<file path="config.mk">
export PLATFORM = sky130hd
export DESIGN_NAME = fwr_top
export DESIGN_NICKNAME = d
export VERILOG_FILES = /design/src/include/fwr_pkg.sv /design/src/rtl/fwr_axil.sv /design/src/rtl/fwr_store.sv /design/src/rtl/fwr_top.sv
export SDC_FILE = /design/constraint.sdc
export NUM_CORES = 2
export LEC_CHECK = 0
export BUFFER_PORTS_ARGS = -buffer_cell sky130_fd_sc_hd__buf_4
export CAP_MARGIN = 20
export CORE_ASPECT_RATIO = 0.8
export CORE_UTILIZATION = 69
export DETAILED_ROUTE_END_ITERATION = 7
export GPL_TIMING_DRIVEN = 0
export PLACE_DENSITY = 0.95
export SLEW_MARGIN = 5
export SYNTH_ARGS = -nofsm -noshare
export SYNTH_HDL_FRONTEND = slang
export SYNTH_SLANG_ARGS = --single-unit
</file>
<file path="constraint.sdc">
create_clock -name CLK_I -period 42.2 [get_ports CLK_I]
set_input_delay 2.11 -clock CLK_I [delete_from_list [all_inputs] [get_ports CLK_I]]
set_output_delay 2.11 -clock CLK_I [all_outputs]
set_load 0.01 [all_outputs]
</file>
<file path="src/include/fwr_pkg.sv">
// package for the fault waveform recorder: register map, fields, timing counts
// assumes a 10 MHz system clock and a 32-bit AXI4-Lite register bus
package fwr_pkg;

  // ==========================================================================
  // sampling
  localparam int          CLK_HZ            = 10_000_000;
  localparam int          FUND_HZ_DEF       = 50;
  localparam int          SAMPLES_PER_CYCLE = 32;
  localparam int          SAMPLE_HZ         = FUND_HZ_DEF * SAMPLES_PER_CYCLE;
  localparam int          SAMPLE_DIV        = CLK_HZ / SAMPLE_HZ;
  localparam int          NUM_ANALOG        = 4;
  localparam int          NUM_TRIG          = 8;
  localparam int          SAMPLE_W          = 16;

  // ==========================================================================
  // storage capacity in samples
  localparam int          STORE_SECONDS     = 120;
  localparam int          MAXLEN_SECONDS    = 15;
  localparam int          STORE_SAMPLES     = STORE_SECONDS * SAMPLE_HZ;
  localparam int          MAXLEN_SAMPLES    = MAXLEN_SECONDS * SAMPLE_HZ;
  localparam int          HIST_DEPTH        = 64;
  localparam int          HIST_AW           = 6;
  localparam int          ADDR_W            = 18;
  localparam int          NUM_REC           = 16;
  localparam int          REC_IDX_W         = 4;

  // ==========================================================================
  // register byte offsets
  localparam logic [7:0]  REG_CTRL          = 8'h00;
  localparam logic [7:0]  REG_MAXLEN        = 8'h04;
  localparam logic [7:0]  REG_PCT           = 8'h08;
  localparam logic [7:0]  REG_TRIG_EN       = 8'h0C;
  localparam logic [7:0]  REG_CMD           = 8'h10;
  localparam logic [7:0]  REG_STATUS        = 8'h14;
  localparam logic [7:0]  REG_COUNT         = 8'h18;
  localparam logic [7:0]  REG_USED          = 8'h1C;
  localparam logic [7:0]  REG_IRQ_STAT      = 8'h20;
  localparam logic [7:0]  REG_IRQ_MASK      = 8'h24;

  // ==========================================================================
  // fields
  localparam int          CTRL_OVERWRITE    = 0;
  localparam int          CMD_MANUAL        = 0;
  localparam int          CMD_DELETE        = 1;
  localparam int          CMD_DEL_ALL       = 2;
  localparam int          CMD_SEL_LSB       = 8;
  localparam int          IRQ_DONE          = 0;
  localparam int          IRQ_REFUSED       = 1;
  localparam int          IRQ_DROPPED       = 2;
  localparam int          IRQ_W             = 3;

  localparam logic [31:0] MAXLEN_RST        = 32'h0000_1F40;
  localparam logic [31:0] PCT_RST           = 32'h0000_1414;
  localparam logic [1:0]  RESP_OKAY         = 2'b00;
  localparam logic [1:0]  RESP_SLVERR       = 2'b10;

  typedef enum logic [1:0] {
    ST_IDLE  = 2'b00,
    ST_EVENT = 2'b01,
    ST_POST  = 2'b10
  } fwr_rec_e;

  typedef struct packed {
    logic [NUM_ANALOG-1:0][SAMPLE_W-1:0] analog;
    logic [15:0]                         digital;
  } fwr_sample_s;

  typedef struct packed {
    logic [ADDR_W-1:0] start;
    logic [ADDR_W-1:0] length;
    logic [ADDR_W-1:0] trig_pos;
  } fwr_entry_s;

endpackage

</file>
<file path="src/rtl/fwr_axil.sv">
// axi4-lite slave shell: one write and one read at a time
// assumes the register decode is combinational on the presented addresses
`timescale 1ns/1ns
module fwr_axil
  import fwr_pkg::*;
(
  // clock and reset
  input  wire logic        clk_i,
  input  wire logic        rst_n_i,
  // axi write
  input  wire logic [7:0]  awaddr_i,
  input  wire logic        awvalid_i,
  output logic             awready_o,
  input  wire logic [31:0] wdata_i,
  input  wire logic [3:0]  wstrb_i,
  input  wire logic        wvalid_i,
  output logic             wready_o,
  output logic [1:0]       bresp_o,
  output logic             bvalid_o,
  input  wire logic        bready_i,
  // axi read
  input  wire logic [7:0]  araddr_i,
  input  wire logic        arvalid_i,
  output logic             arready_o,
  output logic [31:0]      rdata_o,
  output logic [1:0]       rresp_o,
  output logic             rvalid_o,
  input  wire logic        rready_i,
  // register side
  output logic             wr_o,
  output logic [7:0]       wr_addr_o,
  output logic [31:0]      wr_data_o,
  output logic [3:0]       wr_strb_o,
  input  wire logic        wr_ok_i,
  output logic             rd_o,
  output logic [7:0]       rd_addr_o,
  input  wire logic [31:0] rd_data_i,
  input  wire logic        rd_ok_i
);
  import fwr_pkg::*;

  typedef struct packed {
    logic        aw_have;
    logic [7:0]  aw;
    logic        w_have;
    logic [31:0] wd;
    logic [3:0]  ws;
    logic        bvalid;
    logic [1:0]  bresp;
    logic        rvalid;
    logic [31:0] rdata;
    logic [1:0]  rresp;
    logic        awrdy;
    logic        wrdy;
    logic        ardy;
  } fwr_axs_s;

  fwr_axs_s s, next_s;

  // each channel taken independently; response once both are held
  always_comb begin
    next_s = s;
    if (awvalid_i && s.awrdy) begin
      next_s.aw_have = 1'b1;
      next_s.aw      = awaddr_i;
    end
    if (wvalid_i && s.wrdy) begin
      next_s.w_have = 1'b1;
      next_s.wd     = wdata_i;
      next_s.ws     = wstrb_i;
    end
    if (s.aw_have && s.w_have) begin
      next_s.aw_have = 1'b0;
      next_s.w_have  = 1'b0;
      next_s.bvalid  = 1'b1;
      next_s.bresp   = wr_ok_i ? RESP_OKAY : RESP_SLVERR;
    end
    if (s.bvalid && bready_i) begin
      next_s.bvalid = 1'b0;
    end
    if (arvalid_i && s.ardy) begin
      next_s.rvalid = 1'b1;
      next_s.rdata  = rd_data_i;
      next_s.rresp  = rd_ok_i ? RESP_OKAY : RESP_SLVERR;
    end else if (s.rvalid && rready_i) begin
      next_s.rvalid = 1'b0;
    end
    // readies are registered so no bus output is a gate after the flops
    next_s.awrdy = !next_s.aw_have && !next_s.bvalid;
    next_s.wrdy  = !next_s.w_have && !next_s.bvalid;
    next_s.ardy  = !next_s.rvalid;
  end

  always_ff @(posedge clk_i or negedge rst_n_i) begin
    if (!rst_n_i) begin
      s <= '0;
    end else begin
      s <= next_s;
    end
  end

  assign awready_o = s.awrdy;
  assign wready_o  = s.wrdy;
  assign bvalid_o  = s.bvalid;
  assign bresp_o   = s.bresp;
  assign arready_o = s.ardy;
  assign rvalid_o  = s.rvalid;
  assign rdata_o   = s.rdata;
  assign rresp_o   = s.rresp;
  assign wr_o      = s.aw_have && s.w_have;
  assign wr_addr_o = s.aw;
  assign wr_data_o = s.wd;
  assign wr_strb_o = s.ws;
  assign rd_o      = arvalid_i && s.ardy;
  assign rd_addr_o = araddr_i;

endmodule

</file>
<file path="src/rtl/fwr_store.sv">
// sample store: circular flip-flop window standing in for the record memory
// assumes the non-volatile backing sits behind this port in the real chip
`timescale 1ns/1ns
module fwr_store
  import fwr_pkg::*;
(
  // clock and reset
  input  wire logic              clk_i,
  input  wire logic              rst_n_i,
  // write side
  input  wire logic              we_i,
  input  wire logic [ADDR_W-1:0] waddr_i,
  input  wire fwr_pkg::fwr_sample_s wdata_i,
  // read side
  input  wire logic [ADDR_W-1:0] raddr_i,
  output fwr_pkg::fwr_sample_s   rdata_o
);
  import fwr_pkg::*;

  // only the low address bits are kept in flip-flops; a real build maps the
  // whole address onto the retained memory so records survive power loss
  fwr_sample_s mem [HIST_DEPTH];

  always_ff @(posedge clk_i or negedge rst_n_i) begin
    if (!rst_n_i) begin
      rdata_o <= '0;
    end else begin
      if (we_i) begin
        mem[waddr_i[HIST_AW-1:0]] <= wdata_i;
      end
      rdata_o <= mem[raddr_i[HIST_AW-1:0]];
    end
  end

endmodule

</file>
<file path="src/rtl/fwr_top.sv">
// fault waveform recorder: sampling, triggering, record bookkeeping, registers
// assumes trigger pins are asynchronous and sample inputs are on CLK_I
//
// Chosen here: the AXI4-Lite interface to the registers and the placing of the registers.
`timescale 1ns/1ns
module fwr_top
  import fwr_pkg::*;
(
  // clock and reset
  input  wire logic                       CLK_I,
  input  wire logic                       RSTN_I,
  // measured samples and trigger pins
  input  wire fwr_pkg::fwr_sample_s       SAMPLE_I,
  input  wire logic [NUM_TRIG-1:0]        TRIG_I,
  // axi4-lite write
  input  wire logic [7:0]                 S_AXI_AWADDR_I,
  input  wire logic                       S_AXI_AWVALID_I,
  output logic                            S_AXI_AWREADY_O,
  input  wire logic [31:0]                S_AXI_WDATA_I,
  input  wire logic [3:0]                 S_AXI_WSTRB_I,
  input  wire logic                       S_AXI_WVALID_I,
  output logic                            S_AXI_WREADY_O,
  output logic [1:0]                      S_AXI_BRESP_O,
  output logic                            S_AXI_BVALID_O,
  input  wire logic                       S_AXI_BREADY_I,
  // axi4-lite read
  input  wire logic [7:0]                 S_AXI_ARADDR_I,
  input  wire logic                       S_AXI_ARVALID_I,
  output logic                            S_AXI_ARREADY_O,
  output logic [31:0]                     S_AXI_RDATA_O,
  output logic [1:0]                      S_AXI_RRESP_O,
  output logic                            S_AXI_RVALID_O,
  input  wire logic                       S_AXI_RREADY_I,
  // store port and interrupt
  output logic                            REC_WE_O,
  output logic [ADDR_W-1:0]               REC_ADDR_O,
  output fwr_pkg::fwr_sample_s            REC_DATA_O,
  output logic                            IRQ_O
);
  import fwr_pkg::*;

  // ==========================================================================
  // state
  typedef struct packed {
    logic [NUM_TRIG-1:0]     t1, t2, t3;
    logic [NUM_TRIG-1:0]     tq;
    logic [15:0]             div;
    logic                    overwrite;
    logic [ADDR_W-1:0]       maxlen;
    logic [7:0]              pre_pct, post_pct;
    logic [NUM_TRIG-1:0]     trig_en;
    logic                    man_req;
    fwr_rec_e                st;
    logic [NUM_TRIG-1:0]     cause;
    logic                    locked;
    logic [ADDR_W-1:0]       wptr;
    logic [ADDR_W-1:0]       cnt;
    logic [ADDR_W-1:0]       post_cnt;
    logic [ADDR_W-1:0]       rec_start, rec_trig;
    logic [NUM_REC-1:0]      valid;
    logic [REC_IDX_W-1:0]    head;
    logic [ADDR_W:0]         used;
    logic [IRQ_W-1:0]        irq_stat, irq_mask;
    logic                    irq;
    logic                    we;
    logic [ADDR_W-1:0]       waddr;
    fwr_sample_s             wdata;
  } fwr_top_s;

  fwr_top_s s, next_s;
  fwr_entry_s entries [NUM_REC];
  fwr_entry_s next_entry;
  logic       entry_we;
  logic [REC_IDX_W-1:0] entry_idx;
  logic [REC_IDX_W-1:0] del_idx;

  // register bus wiring
  logic        wr, rd, wr_ok, rd_ok;
  logic [7:0]  wr_addr, rd_addr;
  logic [31:0] wr_data, rd_data;
  logic [3:0]  wr_strb;

  // derived lengths
  logic [ADDR_W+7:0]   pre_prod, post_prod;
  logic [ADDR_W-1:0]   pre_len, post_len, ev_budget, rec_len;
  logic [NUM_TRIG-1:0] trig_live;
  logic                start, tick;

  fwr_axil u_axil (
    .clk_i     (CLK_I),
    .rst_n_i   (RSTN_I),
    .awaddr_i  (S_AXI_AWADDR_I),
    .awvalid_i (S_AXI_AWVALID_I),
    .awready_o (S_AXI_AWREADY_O),
    .wdata_i   (S_AXI_WDATA_I),
    .wstrb_i   (S_AXI_WSTRB_I),
    .wvalid_i  (S_AXI_WVALID_I),
    .wready_o  (S_AXI_WREADY_O),
    .bresp_o   (S_AXI_BRESP_O),
    .bvalid_o  (S_AXI_BVALID_O),
    .bready_i  (S_AXI_BREADY_I),
    .araddr_i  (S_AXI_ARADDR_I),
    .arvalid_i (S_AXI_ARVALID_I),
    .arready_o (S_AXI_ARREADY_O),
    .rdata_o   (S_AXI_RDATA_O),
    .rresp_o   (S_AXI_RRESP_O),
    .rvalid_o  (S_AXI_RVALID_O),
    .rready_i  (S_AXI_RREADY_I),
    .wr_o      (wr),
    .wr_addr_o (wr_addr),
    .wr_data_o (wr_data),
    .wr_strb_o (wr_strb),
    .wr_ok_i   (wr_ok),
    .rd_o      (rd),
    .rd_addr_o (rd_addr),
    .rd_data_i (rd_data),
    .rd_ok_i   (rd_ok)
  );

  fwr_store u_store (
    .clk_i   (CLK_I),
    .rst_n_i (RSTN_I),
    .we_i    (s.we),
    .waddr_i (s.waddr),
    .wdata_i (s.wdata),
    .raddr_i (s.wptr),
    .rdata_o ()
  );

  // ==========================================================================
  // lengths in samples
  always_comb begin
    pre_prod  = s.maxlen * s.pre_pct;
    post_prod = s.maxlen * s.post_pct;
    pre_len   = ADDR_W'(pre_prod / 100);
    post_len  = ADDR_W'(post_prod / 100);
    if (pre_len > s.maxlen) begin
      pre_len = s.maxlen;
    end
    ev_budget = s.maxlen - pre_len;
  end

  // a trigger counts once the second and third stages agree
  assign trig_live = s.t2 & s.t3 & s.trig_en;
  assign tick      = (s.div == 16'(SAMPLE_DIV - 1));
  // any newly asserted enabled trigger, or the operator request, while not locked
  assign start     = ((|(trig_live & ~s.tq)) || s.man_req) && !s.locked;
  assign rec_len   = s.cnt;
  assign del_idx   = wr_data[CMD_SEL_LSB+:REC_IDX_W];

  // ==========================================================================
  // register decode
  always_comb begin
    wr_ok   = 1'b1;
    rd_ok   = 1'b1;
    rd_data = 32'h0000_0000;
    unique case (rd_addr)
      REG_CTRL:     rd_data = {31'h0, s.overwrite};
      REG_MAXLEN:   rd_data = 32'(s.maxlen);
      REG_PCT:      rd_data = {16'h0, s.post_pct, s.pre_pct};
      REG_TRIG_EN:  rd_data = {24'h0, s.trig_en};
      REG_STATUS:   rd_data = {16'h0, s.cause, 5'h0, s.locked, 2'(s.st)};
      REG_COUNT:    rd_data = {16'h0, s.valid};
      REG_USED:     rd_data = 32'(s.used);
      REG_IRQ_STAT: rd_data = {29'h0, s.irq_stat};
      REG_IRQ_MASK: rd_data = {29'h0, s.irq_mask};
      REG_CMD:      rd_data = 32'h0000_0000;
      default:      rd_ok   = 1'b0;
    endcase
    unique case (wr_addr)
      REG_CTRL, REG_MAXLEN, REG_PCT, REG_TRIG_EN, REG_CMD, REG_IRQ_MASK: wr_ok = 1'b1;
      REG_STATUS, REG_COUNT, REG_USED, REG_IRQ_STAT:                     wr_ok = 1'b1;
      default:                                                           wr_ok = 1'b0;
    endcase
  end

  // ==========================================================================
  // recorder
  always_comb begin
    next_s     = s;
    next_entry = '0;
    entry_we   = 1'b0;
    entry_idx  = s.head;
    next_s.t1  = TRIG_I;
    next_s.t2  = s.t1;
    next_s.t3  = s.t2;
    next_s.we  = 1'b0;
    next_s.div = tick ? 16'h0000 : s.div + 16'h0001;
    if (s.t2 == s.t3) begin
      next_s.tq = s.t2;
    end
    // continuous history ring; the circle is the whole shared area
    if (tick) begin
      next_s.we    = 1'b1;
      next_s.waddr = s.wptr;
      next_s.wdata = SAMPLE_I;
      next_s.wptr  = (s.wptr == ADDR_W'(STORE_SAMPLES - 1)) ? '0 : s.wptr + 1'b1;
    end
    // lock release in ST_IDLE once every causing input has gone
    if (s.locked && s.st == ST_IDLE && (s.cause & trig_live) == '0) begin
      next_s.locked = 1'b0;
    end
    unique case (s.st)
      ST_IDLE: begin
        if (start) begin
          if (s.valid[s.head] && !s.overwrite) begin
            next_s.irq_stat[IRQ_REFUSED] = 1'b1;
            next_s.locked                = 1'b1;
            next_s.cause                 = trig_live;
          end else begin
            next_s.st        = ST_EVENT;
            next_s.cause     = trig_live;
            next_s.locked    = 1'b1;
            // pre part always reaches back the full pre time
            next_s.rec_start = (s.wptr >= pre_len) ? s.wptr - pre_len
                               : s.wptr + ADDR_W'(STORE_SAMPLES) - pre_len;
            next_s.rec_trig  = s.wptr;
            next_s.cnt       = pre_len;
          end
        end
      end
      ST_EVENT: begin
        if (tick) begin
          next_s.cnt = s.cnt + 1'b1;
        end
        // event part ends with its causes or once max length minus pre time is used up
        if ((s.cause & trig_live) == '0 || s.cnt - (s.rec_trig - s.rec_start) >= ev_budget ||
            s.cnt >= s.maxlen) begin
          next_s.st       = ST_POST;
          next_s.cnt      = (s.cnt > s.maxlen) ? s.maxlen : s.cnt;
          next_s.post_cnt = '0;
        end
      end
      ST_POST: begin
        if (tick) begin
          next_s.cnt      = s.cnt + 1'b1;
          next_s.post_cnt = s.post_cnt + 1'b1;
        end
        // post part ends at post time or when the length budget is spent
        if (s.cnt >= s.maxlen || s.post_cnt >= post_len) begin
          next_s.st = ST_IDLE;
          entry_we  = 1'b1;
          next_entry.start    = s.rec_start;
          next_entry.length   = rec_len;
          next_entry.trig_pos = s.rec_trig;
          if (s.valid[s.head]) begin
            next_s.irq_stat[IRQ_DROPPED] = 1'b1;
            next_s.used = s.used - (ADDR_W+1)'(entries[s.head].length);
          end
          next_s.valid[s.head] = 1'b1;
          next_s.head          = s.head + 1'b1;
          next_s.used          = next_s.used + (ADDR_W+1)'(rec_len);
          next_s.irq_stat[IRQ_DONE] = 1'b1;
        end
      end
      default: next_s.st = ST_IDLE;
    endcase
    next_s.man_req = 1'b0;
    if (wr) begin
      unique case (wr_addr)
        REG_CTRL:     next_s.overwrite = wr_data[CTRL_OVERWRITE];
        REG_MAXLEN:   next_s.maxlen = (wr_data > 32'(MAXLEN_SAMPLES)) ? ADDR_W'(MAXLEN_SAMPLES)
                                      : wr_data[ADDR_W-1:0];
        REG_PCT: begin
          next_s.pre_pct  = (wr_data[7:0] > 8'h64) ? 8'h64 : wr_data[7:0];
          next_s.post_pct = (wr_data[15:8] > 8'h64) ? 8'h64 : wr_data[15:8];
        end
        REG_TRIG_EN:  next_s.trig_en = wr_data[NUM_TRIG-1:0];
        REG_IRQ_MASK: next_s.irq_mask = wr_data[IRQ_W-1:0];
        REG_CMD: begin
          next_s.man_req = wr_data[CMD_MANUAL];
          if (wr_data[CMD_DELETE]) begin
            if (wr_data[CMD_DEL_ALL]) begin
              next_s.valid = '0;
              next_s.used  = '0;
            end else if (s.valid[del_idx]) begin
              // give the slot's samples back to the shared budget
              next_s.valid[del_idx] = 1'b0;
              next_s.used           = next_s.used - (ADDR_W+1)'(entries[del_idx].length);
            end
          end
        end
        default: ;
      endcase
    end
    // read clears the bits it returns; an event in the same cycle survives only on a bit that was clear
    if (rd && rd_addr == REG_IRQ_STAT) begin
      next_s.irq_stat = next_s.irq_stat & ~s.irq_stat;
    end
    next_s.irq = |(next_s.irq_stat & next_s.irq_mask);
  end

  always_ff @(posedge CLK_I or negedge RSTN_I) begin
    if (!RSTN_I) begin
      s          <= '0;
      s.maxlen   <= MAXLEN_RST[ADDR_W-1:0];
      s.pre_pct  <= PCT_RST[7:0];
      s.post_pct <= PCT_RST[15:8];
      s.st       <= ST_IDLE;
    end else begin
      s <= next_s;
    end
  end

  // record list table, index by slot
  always_ff @(posedge CLK_I) begin
    if (entry_we) begin
      entries[entry_idx] <= next_entry;
    end
  end

  assign REC_WE_O   = s.we;
  assign REC_ADDR_O = s.waddr;
  assign REC_DATA_O = s.wdata;
  assign IRQ_O      = s.irq;

endmodule
</file>
==> impl_metrics.env, run 1 <==
export IMPL_place_gp_congestion=1.05
export IMPL_synth_edf_count=288
export IMPL_status="stopped before the end"
export IMPL_ys_warn_count=0
export IMPL_grt_pass1_vias=59600
export IMPL_synth_seq_area_share_pct=32.5
export IMPL_grtUsageTotal_pct=61.6
export IMPL_netlist_area_um2=57800
export IMPL_synth_ff_type="dfrtp_1"
export IMPL_start_util_pct=70.1
export IMPL_die_w_um=326
export IMPL_cts_buffers=75
export IMPL_cts_repair_resized=0
export IMPL_clock_tree_root_cell="clkbuf_16"
export IMPL_synthCells=5854
export IMPL_yosys_register_bits=694
export IMPL_stop_stage="5_1_grt"
export IMPL_grt_pass1_wl_mm=386
export IMPL_dieHeight_um=261
export IMPL_clockBufferDepth=3
export IMPL_post_cts_setup_buffers=0
export IMPL_avgSynthCellArea_um2=9.88
export IMPL_pre_cts_ws_ns=10.95
export IMPL_cts_sinks=694
export IMPL_grt_max_degree=115
export IMPL_dpl_hpwl_mm=151
export IMPL_first_error="[ERROR GRT-0116] Global routing finished with congestion. Check the congestion regions in the DRC Viewer."
export IMPL_cts_hold_buf=0
export IMPL_portBuffers=267
export IMPL_async_reset_ff_share_pct=58.5
export IMPL_io_pins=288
export IMPL_ys_types=173
export IMPL_grt_overflow=74
export IMPL_num_rows=94
export IMPL_htreeDepth=3
## cells in the mapped netlist (24+ instances only)
master | instances | area share (%)
o22ai_1 | 25 | 0.27
ha_1 | 302 | 6.5
mux2i_1 | 37 | 0.64
nand2b_1 | 29 | 0.31
nand2_1 | 727 | 4.7
o31ai_1 | 24 | 0.31
o21a_1 | 47 | 0.61
o211ai_1 | 37 | 0.48
nand3_1 | 97 | 0.84
a22oi_1 | 37 | 0.48
clkbuf_1 | 190 | 1.2
xnor2_1 | 191 | 2.9
nor2_1 | 379 | 2.5
o21ai_1 | 45 | 0.39
edfxtp_1 | 288 | 15
mux4_2 | 190 | 7.4
a211oi_1 | 65 | 0.84
buf_4 | 139 | 1.8
a31oi_1 | 25 | 0.27
fa_1 | 219 | 7.6
and2_1 | 201 | 2.2
inv_1 | 445 | 2.9
buf_1 | 28 | 0.18
nor3_1 | 90 | 0.78
dfrtp_1 | 396 | 17
nand4_1 | 43 | 0.47
a21oi_1 | 266 | 2.3
mux2_2 | 111 | 2.2
o21ai_0 | 249 | 2.2
xor2_1 | 82 | 1.2
o21bai_1 | 51 | 0.66
nor4_1 | 40 | 0.43
a21o_1 | 116 | 1.5
## stage by stage
step	std cells	hold WS, ns	instance area, um2	utilization (%)
4_1_cts	7399	0.368	64400	77.9
2_1_floorplan	5868	0.331	57900	-
3_5_place_dp	7262	0.350	61700	74.8
3_3_place_gp	7239	0.335	61300	74.2
## logic make-up after synthesis
| family | share of synthesized area, % |
|---|---|
| XOR/XNOR | 4.41 |
| multiplexers | 10.4 |
| AND/OR/NAND/NOR | 15.1 |
| AO/OA/AOI/OAI | 16.2 |
| buffers and inverters | 6.91 |
| other | 0.00648 |
| flip-flops | 32.5 |
| adder cells (fa/ha/maj) | 14.4 |
## per-layer routing
layer | GRT overflow | GRT usage, %
met1 | 2 | 63.6
met2 | 38 | 78.0
met3 | 6 | 48.9
met4 | 28 | 49.5
met5 | 0 | 29.7
==> inputs of run 2 (changes only) <==
- CORE_ASPECT_RATIO: 0.8 -> unset
- CORE_UTILIZATION: 69 -> 40
- PLACE_DENSITY: 0.95 -> unset
- PLACE_DENSITY_LB_ADDON: unset -> 0.15
==> impl_metrics.env, run 2 <==
export IMPL_avgSynthCellArea_um2=9.88
export IMPL_netlist_area_um2=57800
export IMPL_layout_commonest_cell="nand2_1"
export IMPL_htreeDepth=3
export IMPL_max_slew_margin_rel_pct=17.6
export IMPL_max_cap_violations=0
export IMPL_place_gp_congestion=0.943
export IMPL_clk_pin_slew_ns=0.06
export IMPL_coreArea_um2=143000
export IMPL_rsz0062_at_grt="no"
export IMPL_fp_dieArea_um2=146000
export IMPL_slew_violations=0
export IMPL_post_cts_setup_buffers=0
export IMPL_finalClockSkew_ns=0.0609
export IMPL_cts_buffers=80
export IMPL_rrSetupSlack_ns=9.41
export IMPL_synth_ff_type="dfrtp_1"
export IMPL_synth_edf_count=288
export IMPL_max_slew_worst_pin_slew_ns=1.22
export IMPL_final_cell_mix="nand2_1, inv_1, buf_4"
export IMPL_slowest_stage="a221oi_1"
export IMPL_path_buf_inv=20
export IMPL_async_reset_ff_share_pct=58.5
export IMPL_crit_top_cell="a21oi_1"
export IMPL_grtUsageTotal_pct=25.5
export IMPL_fill_cells=13700
export IMPL_critical_path_max_stage_delay_ns=0.74
export IMPL_drive_gt1_share_pct=18.9
export IMPL_synthMostInstantiatedCell="nand2_1"
export IMPL_status="finished clean"
export IMPL_clock_tree_root_cell="clkbuf_16"
export IMPL_drt_total_wl_mm=189
export IMPL_cpLargestDelayFamily="compound AO/OA/AOI/OAI gates"
export IMPL_die_w_um=382
export IMPL_min_from="next_s[324]$_DFF_PN0_"
export IMPL_crit_path_end_kind="register"
export IMPL_crit_path_start="s[281]$_DFFE_PN1P_"
export IMPL_yosys_register_bits=694
export IMPL_drt_initial_drc_count=4072
export IMPL_worst_skew_pair_late_latency_ns=0.72
export IMPL_num_rows=139
export IMPL_dp_cells=8086
export IMPL_drc=0
export IMPL_cp_arrival_ns=33.32
export IMPL_start_kind="register"
export IMPL_ys_types=173
export IMPL_critPathRequiredTime_ns=42.73
export IMPL_dpl_hpwl_mm=147
export IMPL_hold_depth=0
export IMPL_cts_hold_buf=0
export IMPL_final_cells=8241
export IMPL_ys_warn_count=0
export IMPL_r2r_end="rec_len[14]$_DFFE_PN0P_"
export IMPL_critPathKind="reg2reg"
export IMPL_grt_overflow=0
export IMPL_area_growth_pct=14.3
export IMPL_post_route_period_util_pct=77.7
export IMPL_hp_class="reg2reg"
export IMPL_n_antenna_cell=0
export IMPL_fmax_mhz=30.5
export IMPL_antenna_found_initial=0
export IMPL_clockBufferDepth=3
export IMPL_portBuffers=267
export IMPL_io_pins=288
export IMPL_wl_per_cell_um=22.9
export IMPL_whs_ns=0.351
export IMPL_r2r_start="s[281]$_DFFE_PN1P_"
export IMPL_cts_sinks=694
export IMPL_synthCells=5854
export IMPL_synth_largest_area_cell="dfrtp_1"
export IMPL_cp_max_fo=10
export IMPL_top_register="entries"
export IMPL_hold_viol=0
export IMPL_ys_top_cells_by_count="nand2_1, inv_1, dfrtp_1"
export IMPL_grt_pass1_wl_mm=286
export IMPL_synth_top_area_share_pct=17.1
export IMPL_start_util_pct=40.3
export IMPL_synth_seq_area_share_pct=32.5
export IMPL_grt_max_degree=108
export IMPL_whs_endpoint="next_s[316]$_DFF_PN0_"
export IMPL_min_period_ns=32.79
export IMPL_route_vias_total=47100
export IMPL_final_antenna_net_count=0
export IMPL_post_drt_via_cell_ratio=5.71
export IMPL_largest_register_ffs=288
export IMPL_finalSetupViolations=0
export IMPL_grt_pass1_vias=46400
export IMPL_dieHeight_um=382
export IMPL_cts_tree="done"
export IMPL_r2r_cells=119
export IMPL_ys_top_cells_by_area="dfrtp_1, edfxtp_1, fa_1"
export IMPL_setup_tns_ns=0
export IMPL_drtPass1Iterations=8
export IMPL_nets=6939
export IMPL_cts_repair_resized=0
-- run 2: worst register-to-register path, delay by kind of cell (launching register included) --
kind,cells,cell delay [ns]
AO/OA/AOI/OAI,59,15.42
XOR/XNOR,3,0.68
adder cells (fa/ha/maj),9,3.68
buffers and inverters,20,5.55
flip-flops,1,0.60
multiplexers,3,1.05
AND/OR/NAND/NOR,25,5.65
-- run 2: worst max path at each step --
stage | end | cells past startpoint | slack [ns]
floorplan | s[198]$_DFFE_PN0P_ | 122 | 16.80
global placement | rec_len[14]$_DFFE_PN0P_ | 118 | 9.58
detailed placement | rec_len[14]$_DFFE_PN0P_ | 118 | 10.48
CTS | rec_len[14]$_DFFE_PN0P_ | 118 | 10.37
global route | rec_len[14]$_DFFE_PN0P_ | 119 | 7.83
finish | rec_len[14]$_DFFE_PN0P_ | 119 | 9.41
-- run 2: cell type report --
class                      instances  area (um2)  area share [%]
tap                             1903        2380            3.60
clock inverter                    44         613           0.928
sequential                       694       18800            28.5
clock buffer                     105        2220            3.36
timing repair buffer             321        2870            4.34
multi-input combinational       4314       35200            53.3
buffer                           403        2270            3.44
inverter                         457        1730            2.61
-- run 2: through the flow --
stage | utilization [%] | setup slack, ns | area [um2]
floorplan | - | 16.80 | 57900
global placement | 43.4 | 9.58 | 62300
detailed placement | 44.1 | 10.48 | 63200
CTS | 46.0 | 10.37 | 66000
global route | 46.1 | 7.83 | 66100
finish | 46.1 | 9.41 | 66100
-- run 2: cell families (layout without fill, tap and decap cells) --
kind of cell,count (synthesis),in the layout,share of synthesized area [%]
other cells,1,15,0.00648
flops,694,694,32.5
mux,348,348,10.4
fa+ha+maj,537,537,14.4
simple gates,1819,1819,15.1
xor+xnor,283,283,4.41
compound gates,1312,1312,16.2
buf+inv,860,1330,6.91
-- run 2: per-layer routing --
metal	up-vias	track usage [%]	part of all wire [%]
li1	21600	-	-
met1	23400	34.1	43
met2	1669	41.2	46
met3	354	4.63	7.0
met4	0	9.53	3.8
met5	-	0	0
Power of run 2 is left out: the tool's default activity adds up to more than one toggle a clock period on the data nets, which glitch-free logic cannot reach.
